**src/core/efsc_pkg.sv**
```systemverilog
//////////////////////////////////////////////////////////////////////////////
// Purpose: Constants, field layouts and carriers for the external function block
// Assumes: One system clock, classic Wishbone register access
// Notes:   Function code bit 0 is the MSB, bit 31 the LSB of the 32-bit word
//
// Summary of operation
// - Loop, data, instruction bus hangs halt controller
// - Controller bus parity errors halt controller
// - Pager fetch or store hang stops pager
// - Errors 02 and 0B only latch, interrupt
// - Any set error requests sequential interrupt
// - Error code senses bit 30 or 31
// - Present state picks bit 28/29 new state
// - 38004011 senses loop error, clears it if set
// - Eight sequential interrupts, sense then replace
// - Sequential interrupt new state from bit 28/29
// - Sequential interrupts addressed C0 to DC by four
// - Vectors 300-334, levels 4-7, D8 panel, DC errors
// - Codes 38002n0 reset unit n, 02 to 2E
// - Distinct clears per unit, 38002300 master clear
// - Narrow host words zero-extended, upper bits dropped
// - Wide host words truncated, excess written zero
// - Buffered I/O port always wins memory arbitration
// - Buffered I/O word: 32 data plus parity
// - Sense bit returned to issuing host
// - Clear state uses 30/28, set uses 31/29
// - Error 00 illegal instruction halts controller
//////////////////////////////////////////////////////////////////////////////
package efsc_pkg;

	// Register byte offsets
	localparam logic [7:0]  ADDR_FUNC      = 8'h00;
	localparam logic [7:0]  ADDR_SENSE     = 8'h04;
	localparam logic [7:0]  ADDR_ERR       = 8'h08;
	localparam logic [7:0]  ADDR_SEQ       = 8'h0C;
	localparam logic [7:0]  ADDR_STATUS    = 8'h10;
	localparam logic [7:0]  ADDR_HOSTW     = 8'h14;

	// Function code fields
	localparam logic [19:0] PFX_ERROR      = 20'h38004;
	localparam logic [19:0] PFX_SEQ        = 20'h38012;
	localparam logic [19:0] PFX_RESET      = 20'h38002;
	localparam int          BIT_SENSE_SET  = 0;
	localparam int          BIT_SENSE_CLR  = 1;
	localparam int          BIT_NEW_SET    = 2;
	localparam int          BIT_NEW_CLR    = 3;

	// Selector ranges
	localparam logic [7:0]  SEQ_FIRST      = 8'hC0;
	localparam logic [7:0]  SEQ_LAST       = 8'hDC;
	localparam logic [7:0]  RST_FIRST      = 8'h02;
	localparam logic [7:0]  RST_LAST       = 8'h2E;
	localparam logic [7:0]  N_CLR_ERR      = 8'h03;
	localparam logic [7:0]  N_MASTER       = 8'h30;

	// Error indicator classes
	localparam int          NUM_ERR        = 16;
	localparam logic [15:0] ERR_VALID      = 16'h0B7F;
	localparam logic [15:0] ERR_HALT_CTRL  = 16'h031B;
	localparam logic [15:0] ERR_STOP_PAGER = 16'h0060;

	// Sequential interrupts
	localparam int          NUM_SEQ        = 8;
	localparam int          SEQ_ERR_IDX    = 7;
	localparam logic [2:0]  SEQ_BASE_LEVEL = 3'h4;

	// Other sizes and resets
	localparam int          NUM_UNITS      = 49;
	localparam int          NUM_SRC        = 3;
	localparam int          NUM_MEM_REQ    = 4;
	localparam int          HOST_MAX       = 64;
	localparam logic [6:0]  HOSTW_RST      = 7'h20;
	localparam logic [6:0]  HOSTW_MAX      = 7'h40;
	localparam logic        BIO_ODD        = 1'b1;
	localparam int          ST_CTRL_HALT   = 0;
	localparam int          ST_PAGER_INOP  = 1;
	localparam int          ST_SEQ_IRQ     = 2;

	typedef struct packed {
		logic        valid;
		logic [31:0] code;
	} efsc_exf_req_type;

	typedef struct packed {
		logic valid;
		logic bit_val;
	} efsc_sense_type;

	typedef struct packed {
		logic [31:0] data;
		logic        parity;
	} efsc_bio_word_type;

endpackage

```
**src/core/efsc_top.sv**
```systemverilog
//////////////////////////////////////////////////////////////////////////////
// Purpose: External function decoder with error and sequential interrupt state
// Assumes: All inputs synchronous to clk_i, Wishbone classic slave access
// Notes:   Wishbone FUNC write has priority over port issuers in its ack cycle
//////////////////////////////////////////////////////////////////////////////
module efsc_top (
	input  wire logic                                        clk_i,
	input  wire logic                                        rst_i,
	input  wire logic                                        wb_cyc_i,
	input  wire logic                                        wb_stb_i,
	input  wire logic                                        wb_we_i,
	input  wire logic [7:0]                                  wb_adr_i,
	input  wire logic [3:0]                                  wb_sel_i,
	input  wire logic [31:0]                                 wb_dat_i,
	output logic      [31:0]                                 wb_dat_o,
	output logic                                             wb_ack_o,
	input  wire efsc_pkg::efsc_exf_req_type [efsc_pkg::NUM_SRC-1:0] exf_req_i,
	output logic      [efsc_pkg::NUM_SRC-1:0]                exf_ready_o,
	output efsc_pkg::efsc_sense_type [efsc_pkg::NUM_SRC-1:0] sense_o,
	input  wire logic [efsc_pkg::NUM_ERR-1:0]                err_event_i,
	input  wire logic [efsc_pkg::NUM_SEQ-1:0]                seq_event_i,
	output logic                                             ctrl_halt_o,
	output logic                                             pager_inop_o,
	output logic                                             seq_irq_o,
	output logic                                             seq_pending_o,
	output logic      [7:0]                                  seq_vector_o,
	output logic      [2:0]                                  seq_level_o,
	output logic      [efsc_pkg::NUM_UNITS-1:0]              unit_reset_o,
	input  wire logic [efsc_pkg::HOST_MAX-1:0]               host_rdata_i,
	output logic      [31:0]                                 dma_rdata_o,
	input  wire logic [31:0]                                 dma_wdata_i,
	output logic      [efsc_pkg::HOST_MAX-1:0]               host_wdata_o,
	input  wire logic [efsc_pkg::NUM_MEM_REQ-1:0]            mem_req_i,
	output logic      [efsc_pkg::NUM_MEM_REQ-1:0]            mem_gnt_o,
	input  wire efsc_pkg::efsc_bio_word_type                 bio_rx_i,
	input  wire logic                                        bio_rx_valid_i,
	output efsc_pkg::efsc_bio_word_type                      bio_rx_o,
	output logic                                             bio_rx_valid_o,
	output logic                                             bio_par_err_o,
	input  wire logic [31:0]                                 bio_tx_data_i,
	input  wire logic                                        bio_tx_valid_i,
	output efsc_pkg::efsc_bio_word_type                      bio_tx_o,
	output logic                                             bio_tx_valid_o
);
	import efsc_pkg::*;

	// Width mask for host words of 1 to 64 bits
	function automatic logic [HOST_MAX-1:0] width_mask(input logic [6:0] w);
		logic [HOST_MAX-1:0] m;
		m = '0;
		for (int b = 0; b < HOST_MAX; b++) begin
			m[b] = (7'(b) < w);
		end
		return m;
	endfunction

	//////////////////////////////////////////////////////////////////////////
	// State registers and next values
	logic                   ack_q, ack_d;
	logic [31:0]            dat_q, dat_d;
	logic [31:0]            func_q, func_d;
	logic                   wsense_q, wsense_d;
	logic [NUM_ERR-1:0]     err_q, err_d;
	logic [NUM_SEQ-1:0]     seq_q, seq_d;
	logic [NUM_UNITS-1:0]   urst_q, urst_d;
	logic [6:0]             hostw_q, hostw_d;
	efsc_sense_type [NUM_SRC-1:0] sense_q, sense_d;
	logic [31:0]            dmar_q, dmar_d;
	logic [HOST_MAX-1:0]    hostwr_q, hostwr_d;
	efsc_bio_word_type      brx_q, brx_d, btx_q, btx_d;
	logic                   brxv_q, brxv_d, btxv_q, btxv_d, bpe_q, bpe_d;

	// Decode and execute signals
	logic                   wb_req;
	logic                   wb_exec;
	logic [NUM_SRC-1:0]     src_valid;
	logic [NUM_SRC-1:0]     src_gnt;
	logic                   exec_valid;
	logic [31:0]            exec_code;
	logic [19:0]            pfx;
	logic [7:0]             sel_n;
	logic [7:0]             seq_off;
	logic [3:0]             eidx;
	logic [2:0]             sidx;
	logic                   is_err, is_seq, is_rst, clr_err;
	logic                   cur, sense_bit, new_bit;
	logic                   any_err;
	logic [NUM_SEQ-1:0]     seq_eff;

	//////////////////////////////////////////////////////////////////////////
	// Bus request qualification
	assign wb_req  = wb_cyc_i & wb_stb_i;
	assign wb_exec = wb_req & wb_we_i & ack_q & (wb_adr_i == ADDR_FUNC) & (wb_sel_i == 4'hF);

	// Source priority, index 0 highest, bus write blocks all
	generate
		for (genvar i = 0; i < NUM_SRC; i++) begin : g_src
			assign src_valid[i]   = exf_req_i[i].valid;
			if (i == 0) begin : g_first
				assign exf_ready_o[i] = ~wb_exec;
			end else begin : g_rest
				assign exf_ready_o[i] = ~wb_exec & ~(|src_valid[i-1:0]);
			end
			assign src_gnt[i] = src_valid[i] & exf_ready_o[i];
		end
	endgenerate

	// Memory arbitration, buffered I/O on bit 0 always first
	assign mem_gnt_o = mem_req_i & (~mem_req_i + 4'h1);

	// Selected function code, one per cycle
	always_comb begin
		exec_valid = wb_exec;
		exec_code  = wb_dat_i;
		for (int i = NUM_SRC - 1; i >= 0; i--) begin
			if (src_gnt[i]) begin
				exec_valid = 1'b1;
				exec_code  = exf_req_i[i].code;
			end
		end
	end

	//////////////////////////////////////////////////////////////////////////
	// Function code field decode
	assign pfx     = exec_code[31:12];
	assign sel_n   = exec_code[11:4];
	assign seq_off = sel_n - SEQ_FIRST;
	assign eidx    = sel_n[3:0];
	assign sidx    = seq_off[4:2];
	assign any_err = |(err_q & ERR_VALID);

	// Error number 0B etc. fold into the shared request
	assign seq_eff = seq_q | (NUM_SEQ'(any_err) << SEQ_ERR_IDX);

	// Class decode of the executed code
	always_comb begin
		is_err  = exec_valid & (pfx == PFX_ERROR) & (sel_n[7:4] == 4'h0);
		is_seq  = exec_valid & (pfx == PFX_SEQ) & (sel_n >= SEQ_FIRST) & (sel_n <= SEQ_LAST)
			& (sel_n[1:0] == 2'h0);
		is_rst  = exec_valid & (pfx == PFX_RESET) & (exec_code[3:0] == 4'h0)
			& (((sel_n >= RST_FIRST) & (sel_n <= RST_LAST)) | (sel_n == N_MASTER));
		clr_err = is_rst & ((sel_n == N_CLR_ERR) | (sel_n == N_MASTER));
		cur     = 1'b0;
		if (is_err) begin
			cur = err_q[eidx] & ERR_VALID[eidx];
		end else if (is_seq) begin
			cur = seq_eff[sidx];
		end
	end

	// Sense then replace selection
	always_comb begin
		sense_bit = 1'b0;
		new_bit   = 1'b0;
		if (is_err | is_seq) begin
			sense_bit = cur ? exec_code[BIT_SENSE_SET] : exec_code[BIT_SENSE_CLR];
			new_bit   = cur ? exec_code[BIT_NEW_SET] : exec_code[BIT_NEW_CLR];
		end
	end

	//////////////////////////////////////////////////////////////////////////
	// Error indicators, detector set wins over any clear
	always_comb begin
		err_d = err_q;
		if (is_err) begin
			err_d[eidx] = new_bit;
		end
		if (clr_err) begin
			err_d = '0;
		end
		err_d = (err_d | err_event_i) & ERR_VALID;
	end

	// Sequential interrupts, event set wins over clear
	always_comb begin
		seq_d = seq_q;
		if (is_seq) begin
			seq_d[sidx] = new_bit;
		end
		if (clr_err) begin
			seq_d = '0;
		end
		seq_d = seq_d | seq_event_i;
	end

	// Unit reset pulses, master clear hits all units
	always_comb begin
		urst_d = '0;
		if (is_rst) begin
			if (sel_n == N_MASTER) begin
				urst_d = '1;
			end else begin
				urst_d[sel_n[5:0]] = 1'b1;
			end
		end
	end

	// Sense return to issuing source
	always_comb begin
		sense_d  = '0;
		wsense_d = wsense_q;
		func_d   = func_q;
		for (int i = 0; i < NUM_SRC; i++) begin
			sense_d[i].valid   = src_gnt[i];
			sense_d[i].bit_val = src_gnt[i] & sense_bit;
		end
		if (exec_valid) begin
			func_d = exec_code;
		end
		if (wb_exec) begin
			wsense_d = sense_bit;
		end
	end

	//////////////////////////////////////////////////////////////////////////
	// Wishbone slave: ack one cycle after request, drops after
	always_comb begin
		ack_d   = wb_req & ~ack_q;
		dat_d   = dat_q;
		hostw_d = hostw_q;
		if (wb_req & ~ack_q & ~wb_we_i) begin
			dat_d = '0;
			case (wb_adr_i)
				ADDR_FUNC:   dat_d = func_q;
				ADDR_SENSE:  dat_d = {31'h0, wsense_q};
				ADDR_ERR:    dat_d = {16'h0, err_q};
				ADDR_SEQ:    dat_d = {24'h0, seq_eff};
				ADDR_STATUS: dat_d = {29'h0, seq_irq_o, pager_inop_o, ctrl_halt_o};
				ADDR_HOSTW:  dat_d = {25'h0, hostw_q};
				default:     dat_d = '0;
			endcase
		end
		if (wb_req & wb_we_i & ack_q & (wb_adr_i == ADDR_HOSTW) & wb_sel_i[0]) begin
			if ((wb_dat_i[6:0] != 7'h0) & (wb_dat_i[6:0] <= HOSTW_MAX) & (wb_dat_i[31:7] == 25'h0)) begin
				hostw_d = wb_dat_i[6:0];
			end
		end
	end

	//////////////////////////////////////////////////////////////////////////
	// Host word width adaptation on the memory access path
	always_comb begin
		logic [HOST_MAX-1:0] m;
		m        = width_mask(hostw_q);
		dmar_d   = 32'(host_rdata_i & m);
		hostwr_d = {32'h0, dma_wdata_i} & m;
	end

	// Buffered I/O word check and parity generation
	always_comb begin
		brx_d  = bio_rx_i;
		brxv_d = bio_rx_valid_i;
		bpe_d  = bio_rx_valid_i & ((^{bio_rx_i.data, bio_rx_i.parity}) != BIO_ODD);
		btx_d.data   = bio_tx_data_i;
		btx_d.parity = (^bio_tx_data_i) ^ BIO_ODD;
		btxv_d = bio_tx_valid_i;
	end

	//////////////////////////////////////////////////////////////////////////
	// Registers
	always_ff @(posedge clk_i or posedge rst_i) begin
		if (rst_i) begin
			ack_q    <= 1'b0;
			dat_q    <= '0;
			func_q   <= '0;
			wsense_q <= 1'b0;
			err_q    <= '0;
			seq_q    <= '0;
			urst_q   <= '0;
			hostw_q  <= HOSTW_RST;
			sense_q  <= '0;
			dmar_q   <= '0;
			hostwr_q <= '0;
			brx_q    <= '0;
			brxv_q   <= 1'b0;
			bpe_q    <= 1'b0;
			btx_q    <= '0;
			btxv_q   <= 1'b0;
		end else begin
			ack_q    <= ack_d;
			dat_q    <= dat_d;
			func_q   <= func_d;
			wsense_q <= wsense_d;
			err_q    <= err_d;
			seq_q    <= seq_d;
			urst_q   <= urst_d;
			hostw_q  <= hostw_d;
			sense_q  <= sense_d;
			dmar_q   <= dmar_d;
			hostwr_q <= hostwr_d;
			brx_q    <= brx_d;
			brxv_q   <= brxv_d;
			bpe_q    <= bpe_d;
			btx_q    <= btx_d;
			btxv_q   <= btxv_d;
		end
	end

	//////////////////////////////////////////////////////////////////////////
	// Highest pending sequential interrupt, two per level
	always_comb begin
		seq_pending_o = |seq_eff;
		seq_vector_o  = SEQ_FIRST;
		seq_level_o   = SEQ_BASE_LEVEL;
		for (int i = 0; i < NUM_SEQ; i++) begin
			if (seq_eff[i]) begin
				seq_vector_o = SEQ_FIRST + {3'h0, 3'(i), 2'h0};
				seq_level_o  = SEQ_BASE_LEVEL + 3'(i >> 1);
			end
		end
	end

	// Status outputs from stored indicators
	assign ctrl_halt_o    = |(err_q & ERR_HALT_CTRL);
	assign pager_inop_o   = |(err_q & ERR_STOP_PAGER);
	assign seq_irq_o      = any_err;
	assign wb_ack_o       = ack_q;
	assign wb_dat_o       = dat_q;
	assign sense_o        = sense_q;
	assign unit_reset_o   = urst_q;
	assign dma_rdata_o    = dmar_q;
	assign host_wdata_o   = hostwr_q;
	assign bio_rx_o       = brx_q;
	assign bio_rx_valid_o = brxv_q;
	assign bio_par_err_o  = bpe_q;
	assign bio_tx_o       = btx_q;
	assign bio_tx_valid_o = btxv_q;

endmodule

```
**config.mk**
```make
export PLATFORM = sky130hd
export DESIGN_NAME = efsc_top
export DESIGN_NICKNAME = d
export VERILOG_FILES = /design/src/core/efsc_pkg.sv /design/src/core/efsc_top.sv
export SDC_FILE = /design/constraint.sdc
export NUM_CORES = 1
export LEC_CHECK = 0
export BUFFER_PORTS_ARGS = -buffer_cell sky130_fd_sc_hd__buf_2
export CORE_AREA = 2 2 237 239
export DETAILED_ROUTE_END_ITERATION = 7
export DIE_AREA = 0 0 239 241
export SLEW_MARGIN = 20
export SYNTH_ARGS = -nofsm -noshare
export SYNTH_HDL_FRONTEND = slang
export SYNTH_SLANG_ARGS = --single-unit
```
**constraint.sdc**
```tcl
create_clock -name clk_i -period 12.4 [get_ports clk_i]
set_clock_uncertainty 0.05 [all_clocks]
set_input_delay 0.62 -clock clk_i [delete_from_list [all_inputs] [get_ports clk_i]]
set_output_delay 0.62 -clock clk_i [all_outputs]
set_load 0.005 [all_outputs]
```
After elaboration in Yosys (flattened, before gate mapping)

Memory sizes are Yosys's and may differ from the RTL's.
Index checks and enable logic that the tools add are counted.

Flip-flop bits (word level): 311
ROM bits: 16
Logic and storage cells: 223
Memories kept: 1

$add $sub $neg: 2
Order comparisons: 75
Equal/unequal tests: 11
Mux-type cells: 45
Bitwise logic cells: 49
Reduce and logical (&&, ||, !) cells: 17

Memory list:

| name            | depth | bits a word | read ports | clocked after Yosys merged registers in | write ports | line            | source |
|---|---|---|---|---|---|---|---|
| (no name shown) | 16    | 1           | 1          | 0                                       | 0           | efsc_top.sv:145 | `cur = err_q[eidx] & ERR_VALID[eidx];` |

Operator list:

| kind                   | number |
|---|---|
| $lt A6 B7 Y1 const A   | 32 |
| $pmux W32 S6           | 1 |
| $lt A5 B7 Y1 const A   | 16 |
| $mux W49               | 2 |
| $mux W32               | 3 |
| $and A32 B64 Y64       | 1 |
| $mux W8                | 8 |
| $eq A20 B18 Y1 const B | 3 |
| $lt A4 B7 Y1 const A   | 8 |
| $reduce_xor A33 Y1     | 1 |
| $and A1 B1 Y1          | 32 |
| $and A32 B32 Y32       | 1 |
| $reduce_xor A32 Y1     | 1 |
| $lt A3 B7 Y1 const A   | 4 |
| $logic_not A25 Y1      | 1 |
| $mux W12               | 2 |
| $mux W3                | 6 |
| $bwmux W16             | 1 |
| $eq A8 B4 Y1 const B   | 2 |
| $eq A8 B5 Y1 const B   | 2 |
| $mux W1                | 16 |
| $or A8 B8 Y8           | 2 |
| $lt A1 B7 Y1 const A   | 2 |
| $lt A2 B7 Y1 const A   | 2 |
| other kinds (38)       | 50 |

Depth between registers and ports, before layout

Depth in word-level cells: 24
Depth in mapped cells: 18
Mapped depth without buffers: 12

Worst setup path after synthesis

No wires, ideal clock.

Kind: input -> register
Start: input port wb_adr_i[4]
End: register err_q[6]
Arrival time: 3,416 ps
Required time: 12,255 ps
Setup slack: 8,839 ps
Cell stages on the path: 15
Buffers on the path: 5
Path through: buf_6 -> nor4_1 -> and4_1 -> buf_6 -> inv_4 -> buf_6 -> mux2i_4 -> o32a_1 -> and2_1 -> a222oi_1 -> a2bb2oi_4 -> o21a_1 -> buf_6 -> buf_6 -> o31ai_1

Longest elaborated chain between the ends: 22
Elaborated cells between the ends (all ways): 62
Classes of those cells: add/sub (1); order compare (6); eq/ne (5); mux (20); bitwise (24); reduce/logical (5); memory (1)

RTL lines:

| element                                                                | line            | source |
|---|---|---|
| start, declared                                                        | efsc_top.sv:12  | `input wire logic [7:0] wb_adr_i,` |
| $logic_not A8 Y1 (*)                                                   | efsc_top.sv:93  | `assign wb_exec = wb_req & wb_we_i & ack_q & (wb_adr_i == ADDR_FUNC) & (wb_sel_i == 4'hF);` |
| $and A1 B1 Y1 (*) (2 in a row)                                         | efsc_top.sv:93  |  |
| parallel branches: the longest is 17 deep, another holds $sub A5 B1 Y5 | n/a             |  |
| $mux W12 (*)                                                           | efsc_top.sv:168 | `if (clr_err) begin` |
| $or A12 B12 Y12 (*)                                                    | efsc_top.sv:171 | `err_d = (err_d \| err_event_i) & ERR_VALID;` |
| net err_d[6]                                                           | efsc_top.sv:63  | `logic [NUM_ERR-1:0] err_q, err_d;` |
| end signal, assigned                                                   | efsc_top.sv:284 | `err_q <= err_d;` |
| end, declared                                                          | efsc_top.sv:63  |  |

Mark *: on every way through the listed nets, which the timed path passes. The select of a mux whose other input is x is not followed.
A chain may end at the register's enable or synchronous reset.

Final worst setup path

Start: register ack_q (netlist: wb_ack_o)
End: register err_q[0]

Longest elaborated chain between the ends: 22
Elaborated cells between the ends (all ways): 62
Classes of those cells: add/sub (1); order compare (6); eq/ne (5); mux (20); bitwise (25); reduce/logical (4); memory (1)

RTL lines:

| element                                                                | line            | source |
|---|---|---|
| start, declared                                                        | efsc_top.sv:59  | `logic ack_q, ack_d;` |
| start signal, assigned                                                 | efsc_top.sv:280 | `ack_q <= ack_d;` |
| $and A1 B1 Y1 (*) (3 in a row)                                         | efsc_top.sv:93  |  |
| parallel branches: the longest is 17 deep, another holds $sub A5 B1 Y5 | n/a             |  |
| $mux W12 (*)                                                           | efsc_top.sv:168 |  |
| $or A12 B12 Y12 (*)                                                    | efsc_top.sv:171 |  |
| net err_d[0]                                                           | efsc_top.sv:63  |  |

Marked as above.

==> out/qor.log <==
qor: cells_and_area.multi_input_comb_area 0.00504 sq mm
qor: worst_setup_path.worst_setup_path_end_kind flip-flop
qor: synth.synth-seq-cells 279
qor: worst_setup_path.critical_path_required 12.72 ns
qor: sta.min_tclk_post_route 5.24 ns
qor: floorplanning.initial_core_util 23.0%
qor: grt.globalRoute.busiestLayer met2
qor: grt.number_of_antenna_violations_at_the_first_check_in_global_routing 21
qor: cells_and_area.fin_area 0.0170 sq mm
qor: cts.cts_sinks 279
qor: cts.cts_repair_resize_count 0
qor: worst_setup_path.crit_path_cell_trace and4_1, and4_1, buf_4, inv_4, nand2_4, inv_1, buf_4, a32oi_1, nor4_1, nand4b_1, nor4_4, buf_4, nand2_1, nor2_2, o31ai_1
qor: grt.grtUsageMet3 4.22%
qor: synth.yosysUniqueCellTypes 73
qor: grt.grt_pass1_vias 11500
qor: synth.syn_inst 1197
qor: pwr.power_density 131 mW/mm^2
qor: cts.cts.repair_timing.setup_buffer_count 0
qor: cells_and_area.n_fill_cell 5761
qor: cells_and_area.fin_util 30.9%
qor: synth.yosys.area.top_type sky130_fd_sc_hd__dfrtp_1
qor: detailed_routing.antenna_left 0
qor: pwr.p_leak 8.26 nW
qor: worst_setup_path.critPathArrivalTime 5.56 ns
qor: synth.post_synth_main_area_contributors sky130_fd_sc_hd__dfrtp_1, sky130_fd_sc_hd__xnor2_1, sky130_fd_sc_hd__a21oi_1
qor: synth.ys.flop_type sky130_fd_sc_hd__dfrtp_1
qor: placed_design.numPortBuffers 537
qor: status.outcome finished clean
qor: sta.postLayoutSetupSlackWorst 7.16 ns
qor: floorplanning.die_width 239 um
qor: placed_design.detailedPlace.worstSlack 6.83 ns
qor: grt.met1_usage 22.7%
qor: worst_setup_path.timing.critical_path.mode_cell sky130_fd_sc_hd__buf_4
qor: sta.hold_slack 0.149 ns
qor: flow_run.cap_viol_max_count 0
qor: placed_design.post_dp_cell_area 0.0158 sq mm
qor: grt.grt_max_degree 160
qor: synth.synth-async-reset-ratio 100%
qor: synth.yosys_warnings 0
qor: worst_setup_path.timing.critical_path.max_delay_family simple AND/OR/NAND/NOR gates
qor: cells_and_area.final_layout_size_suffix_gt1_share 37.6%
qor: cells_and_area.area_growth 34.5%
qor: worst_setup_path.max_fanout_on_critical_path 51
qor: sta.maxSlewHeadroom 26.3%
qor: worst_setup_path.worst_setup_path_type reg -> reg
qor: sta.grt_setup_unrepaired no
qor: cts.cts_tree done
qor: synth.post-synth-top-area-fraction 55.1%
qor: placed_design.gpl.final_weighted_congestion 0.881
qor: detailed_routing.vias_per_cell 4.77
qor: cts.max-clock-path-buffers 3
qor: pwr.peakVddDrop 62.9 uV
qor: grt.grt_pass1_wl 77500 um
qor: sta.final_min_period_over_clock_period 42.3%
qor: cells_and_area.nNetsFinal 2055
qor: sta.hold_viol_final 0
qor: sta.tightestPinTransition 1.10 ns
qor: cts.cts.hold.buffers_added 0
qor: grt.global_route.overflow_total 0
qor: cts.worst_skew_pair.late_latency 0.53 ns
qor: floorplanning.core_area 0.0549 sq mm
qor: worst_setup_path.cp.buffers_inverters 5
qor: sta.setup_violations 0
qor: synth.synth.yosys.seq_area_share 55.3%
qor: worst_setup_path.max_stage_delay 0.66 ns
qor: synth.synth-edff-count 0
qor: placed_design.detailedPlacementHpwl 42900 um
qor: cts.cts.reportedPaths.clkPinSlew 0.06 ns
qor: detailed_routing.detail_route.wl_per_cell 22.8 um
qor: floorplanning.row_count 86
qor: cells_and_area.seq_area 0.00698 sq mm
qor: detailed_routing.drcViolationCount 0
qor: detailed_routing.detail_route.first_pass.iterations 5
qor: sta.max_slew_violation_count 0
qor: floorplanning.io-pin-count 614
qor: synth.synth_area_per_cell 10.5 sq um
qor: detailed_routing.first_iter_violations 798
qor: hold_path.hp-class in -> async
qor: detailed_routing.vias 11700
qor: synth.syn-cell-area 0.0126 sq mm
qor: floorplanning.die_h 241 um
qor: cts.clk_root_buffer_cell sky130_fd_sc_hd__clkbuf_16
qor: worst_setup_path.worstSetupStartpointType flip-flop
qor: grt.gr-usage-met2 31.4%
qor: worst_setup_path.cp_slowest_cell sky130_fd_sc_hd__nor2_2
qor: cts.numCtsBuffers 34
qor: cts.htree_levels 2
qor: sta.setup_total_negative_slack 0 ns
qor: sta.max_clock_freq 191 MHz
qor: grt.grt_util_all_layers 18.5%
qor: floorplanning.fp.dieArea 0.0576 sq mm
qor: detailed_routing.postRouteWirelength 56000 um
[power by group]
group / internal (mW) / switching, mW / leakage (nW)
Clock: 0.586 / 0.404 / 0.528
Combinational: 0.117 / 0.168 / 4.16
Sequential: 0.938 / 0.0122 / 3.57
Total: 1.64 / 0.584 / 8.26
[state kept, by name, summed over array words and instances (netlist names), 8 cells and up]
name and cells:
unit_reset_o 49, seq_q 8, err_q 10, wb_dat_o 32, host_wdata_o 32, bio_rx_o 33, dma_rdata_o 32, func_q 32
bio_tx_o 33
[final timing paths]
path | from | to | slack (ns) | depth (start not counted)
setup / recovery | wb_ack_o | err_q[0] | 7.16 | 15
hold / removal | rst_i | bio_tx_o[2] | 0.15 | 2
setup reg to reg | wb_ack_o | err_q[0] | 7.16 | 15
hold reg to reg | func_q[29] | func_q[29] | 0.43 | 2
max in group asynchronous | rst_i | unit_reset_o[12] | 10.46 | 3
min in group clk_i | bio_tx_valid_i | bio_tx_valid_o | 0.15 | 1
[area by class of cell]
| class | count | share of cell area (%) |
|---|---|---|
| Clock buffer | 47 | 5.66 |
| Sequential cell | 279 | 41.1 |
| Timing Repair Buffer | 558 | 16.8 |
| Multi-Input combinational cell | 823 | 29.7 |
| Inverter | 20 | 0.501 |
| Tap cell | 704 | 5.19 |
| Antenna cell | 15 | 0.221 |
| Clock inverter | 12 | 0.752 |
[cell usage after synthesis (all sizes together) (3+ instances only)]
master and count:
nand3b 3, o221ai 5, o221a 3, a21oi 96, nand3 13, dfrtp 278
a211oi 14, nor4 15, a21boi 3, or4 3, nor3 31, o22ai 5
and4 3, a21o 3, or3 8, buf 69, xnor2 59, o31a 3
a221oi 3, nand4 25, a222oi 10, and2 51, nand2 121, o21a 4
a22o 21, inv 19, mux2 16, o21ai 68, o31ai 20, nor3b 4
or2 5, xor2 5, nor2b 16, a31oi 24, a2bb2oi 8, nand2b 5
clkbuf 42, mux2i 13, and3 8, nor2 66
[worst reg2reg max path, stage by stage, from the launching register on]
cell	delay (ns)
sky130_fd_sc_hd__dfrtp_1	0.42
sky130_fd_sc_hd__and4_1	0.25
sky130_fd_sc_hd__and4_1	0.20
sky130_fd_sc_hd__buf_4	0.25
sky130_fd_sc_hd__inv_4	0.54
sky130_fd_sc_hd__nand2_4	0.25
sky130_fd_sc_hd__inv_1	0.22
sky130_fd_sc_hd__buf_4	0.35
sky130_fd_sc_hd__a32oi_1	0.14
sky130_fd_sc_hd__nor4_1	0.51
sky130_fd_sc_hd__nand4b_1	0.22
sky130_fd_sc_hd__nor4_4	0.38
sky130_fd_sc_hd__buf_4	0.35
sky130_fd_sc_hd__nand2_1	0.10
sky130_fd_sc_hd__nor2_2	0.66
sky130_fd_sc_hd__o31ai_1	0.17
[kinds of logic after synthesis]
family          share of synthesized area, %
compound gates                          16.4
xor+xnor                                4.44
buf+inv                                 5.99
flops                                   55.3
mux                                     2.56
other cells                           0.0595
simple gates                            15.3
[layer usage]
layer / routed length, um / vias up
met5: 70 / -
met4: 1680 / 12
met3: 3910 / 89
met2: 27500 / 528
met1: 22900 / 5841
li1: - / 5245
[stage by stage]
stage                     power (mW)  std cells
after floorplan                 1.12       1233
after global placement          1.25       2384
after detailed placement        1.25       2384
after CTS                       2.26       2443
after global routing            2.33       2451
final                           2.22       2458
[placed cells by master (no fill, tap or decap), types with 5 or more instances in the layout]
cell type                   instances
sky130_fd_sc_hd__a31oi_1           24
sky130_fd_sc_hd__or2_2              5
sky130_fd_sc_hd__nand4_1           25
sky130_fd_sc_hd__a21oi_1           95
sky130_fd_sc_hd__clkbuf_1           8
sky130_fd_sc_hd__clkbuf_16         35
sky130_fd_sc_hd__o31ai_1           19
sky130_fd_sc_hd__xnor2_1           59
sky130_fd_sc_hd__nand2_1          120
sky130_fd_sc_hd__nor2b_1           16
sky130_fd_sc_hd__dfrtp_1          278
sky130_fd_sc_hd__nand3_1           12
sky130_fd_sc_hd__and3_1             8
sky130_fd_sc_hd__a2bb2oi_1          7
sky130_fd_sc_hd__inv_1             17
sky130_fd_sc_hd__buf_2            537
sky130_fd_sc_hd__nand2b_1           5
sky130_fd_sc_hd__nor4_1            14
sky130_fd_sc_hd__conb_1            38
sky130_fd_sc_hd__a211oi_1          14
sky130_fd_sc_hd__a22o_1            21
sky130_fd_sc_hd__mux2_2            16
sky130_fd_sc_hd__a222oi_1          10
sky130_fd_sc_hd__xor2_1             5
sky130_fd_sc_hd__and2_1            51
sky130_fd_sc_hd__o22ai_1            5
sky130_fd_sc_hd__clkinv_2           5
sky130_fd_sc_hd__nor3_1            27
sky130_fd_sc_hd__o221ai_1           5
sky130_fd_sc_hd__o21ai_0           68
sky130_fd_sc_hd__buf_4             20
sky130_fd_sc_hd__diode_2           15
sky130_fd_sc_hd__or3_1              8
sky130_fd_sc_hd__mux2i_1           12
sky130_fd_sc_hd__nor2_1            65
Power figures use the tool's default switching activity.
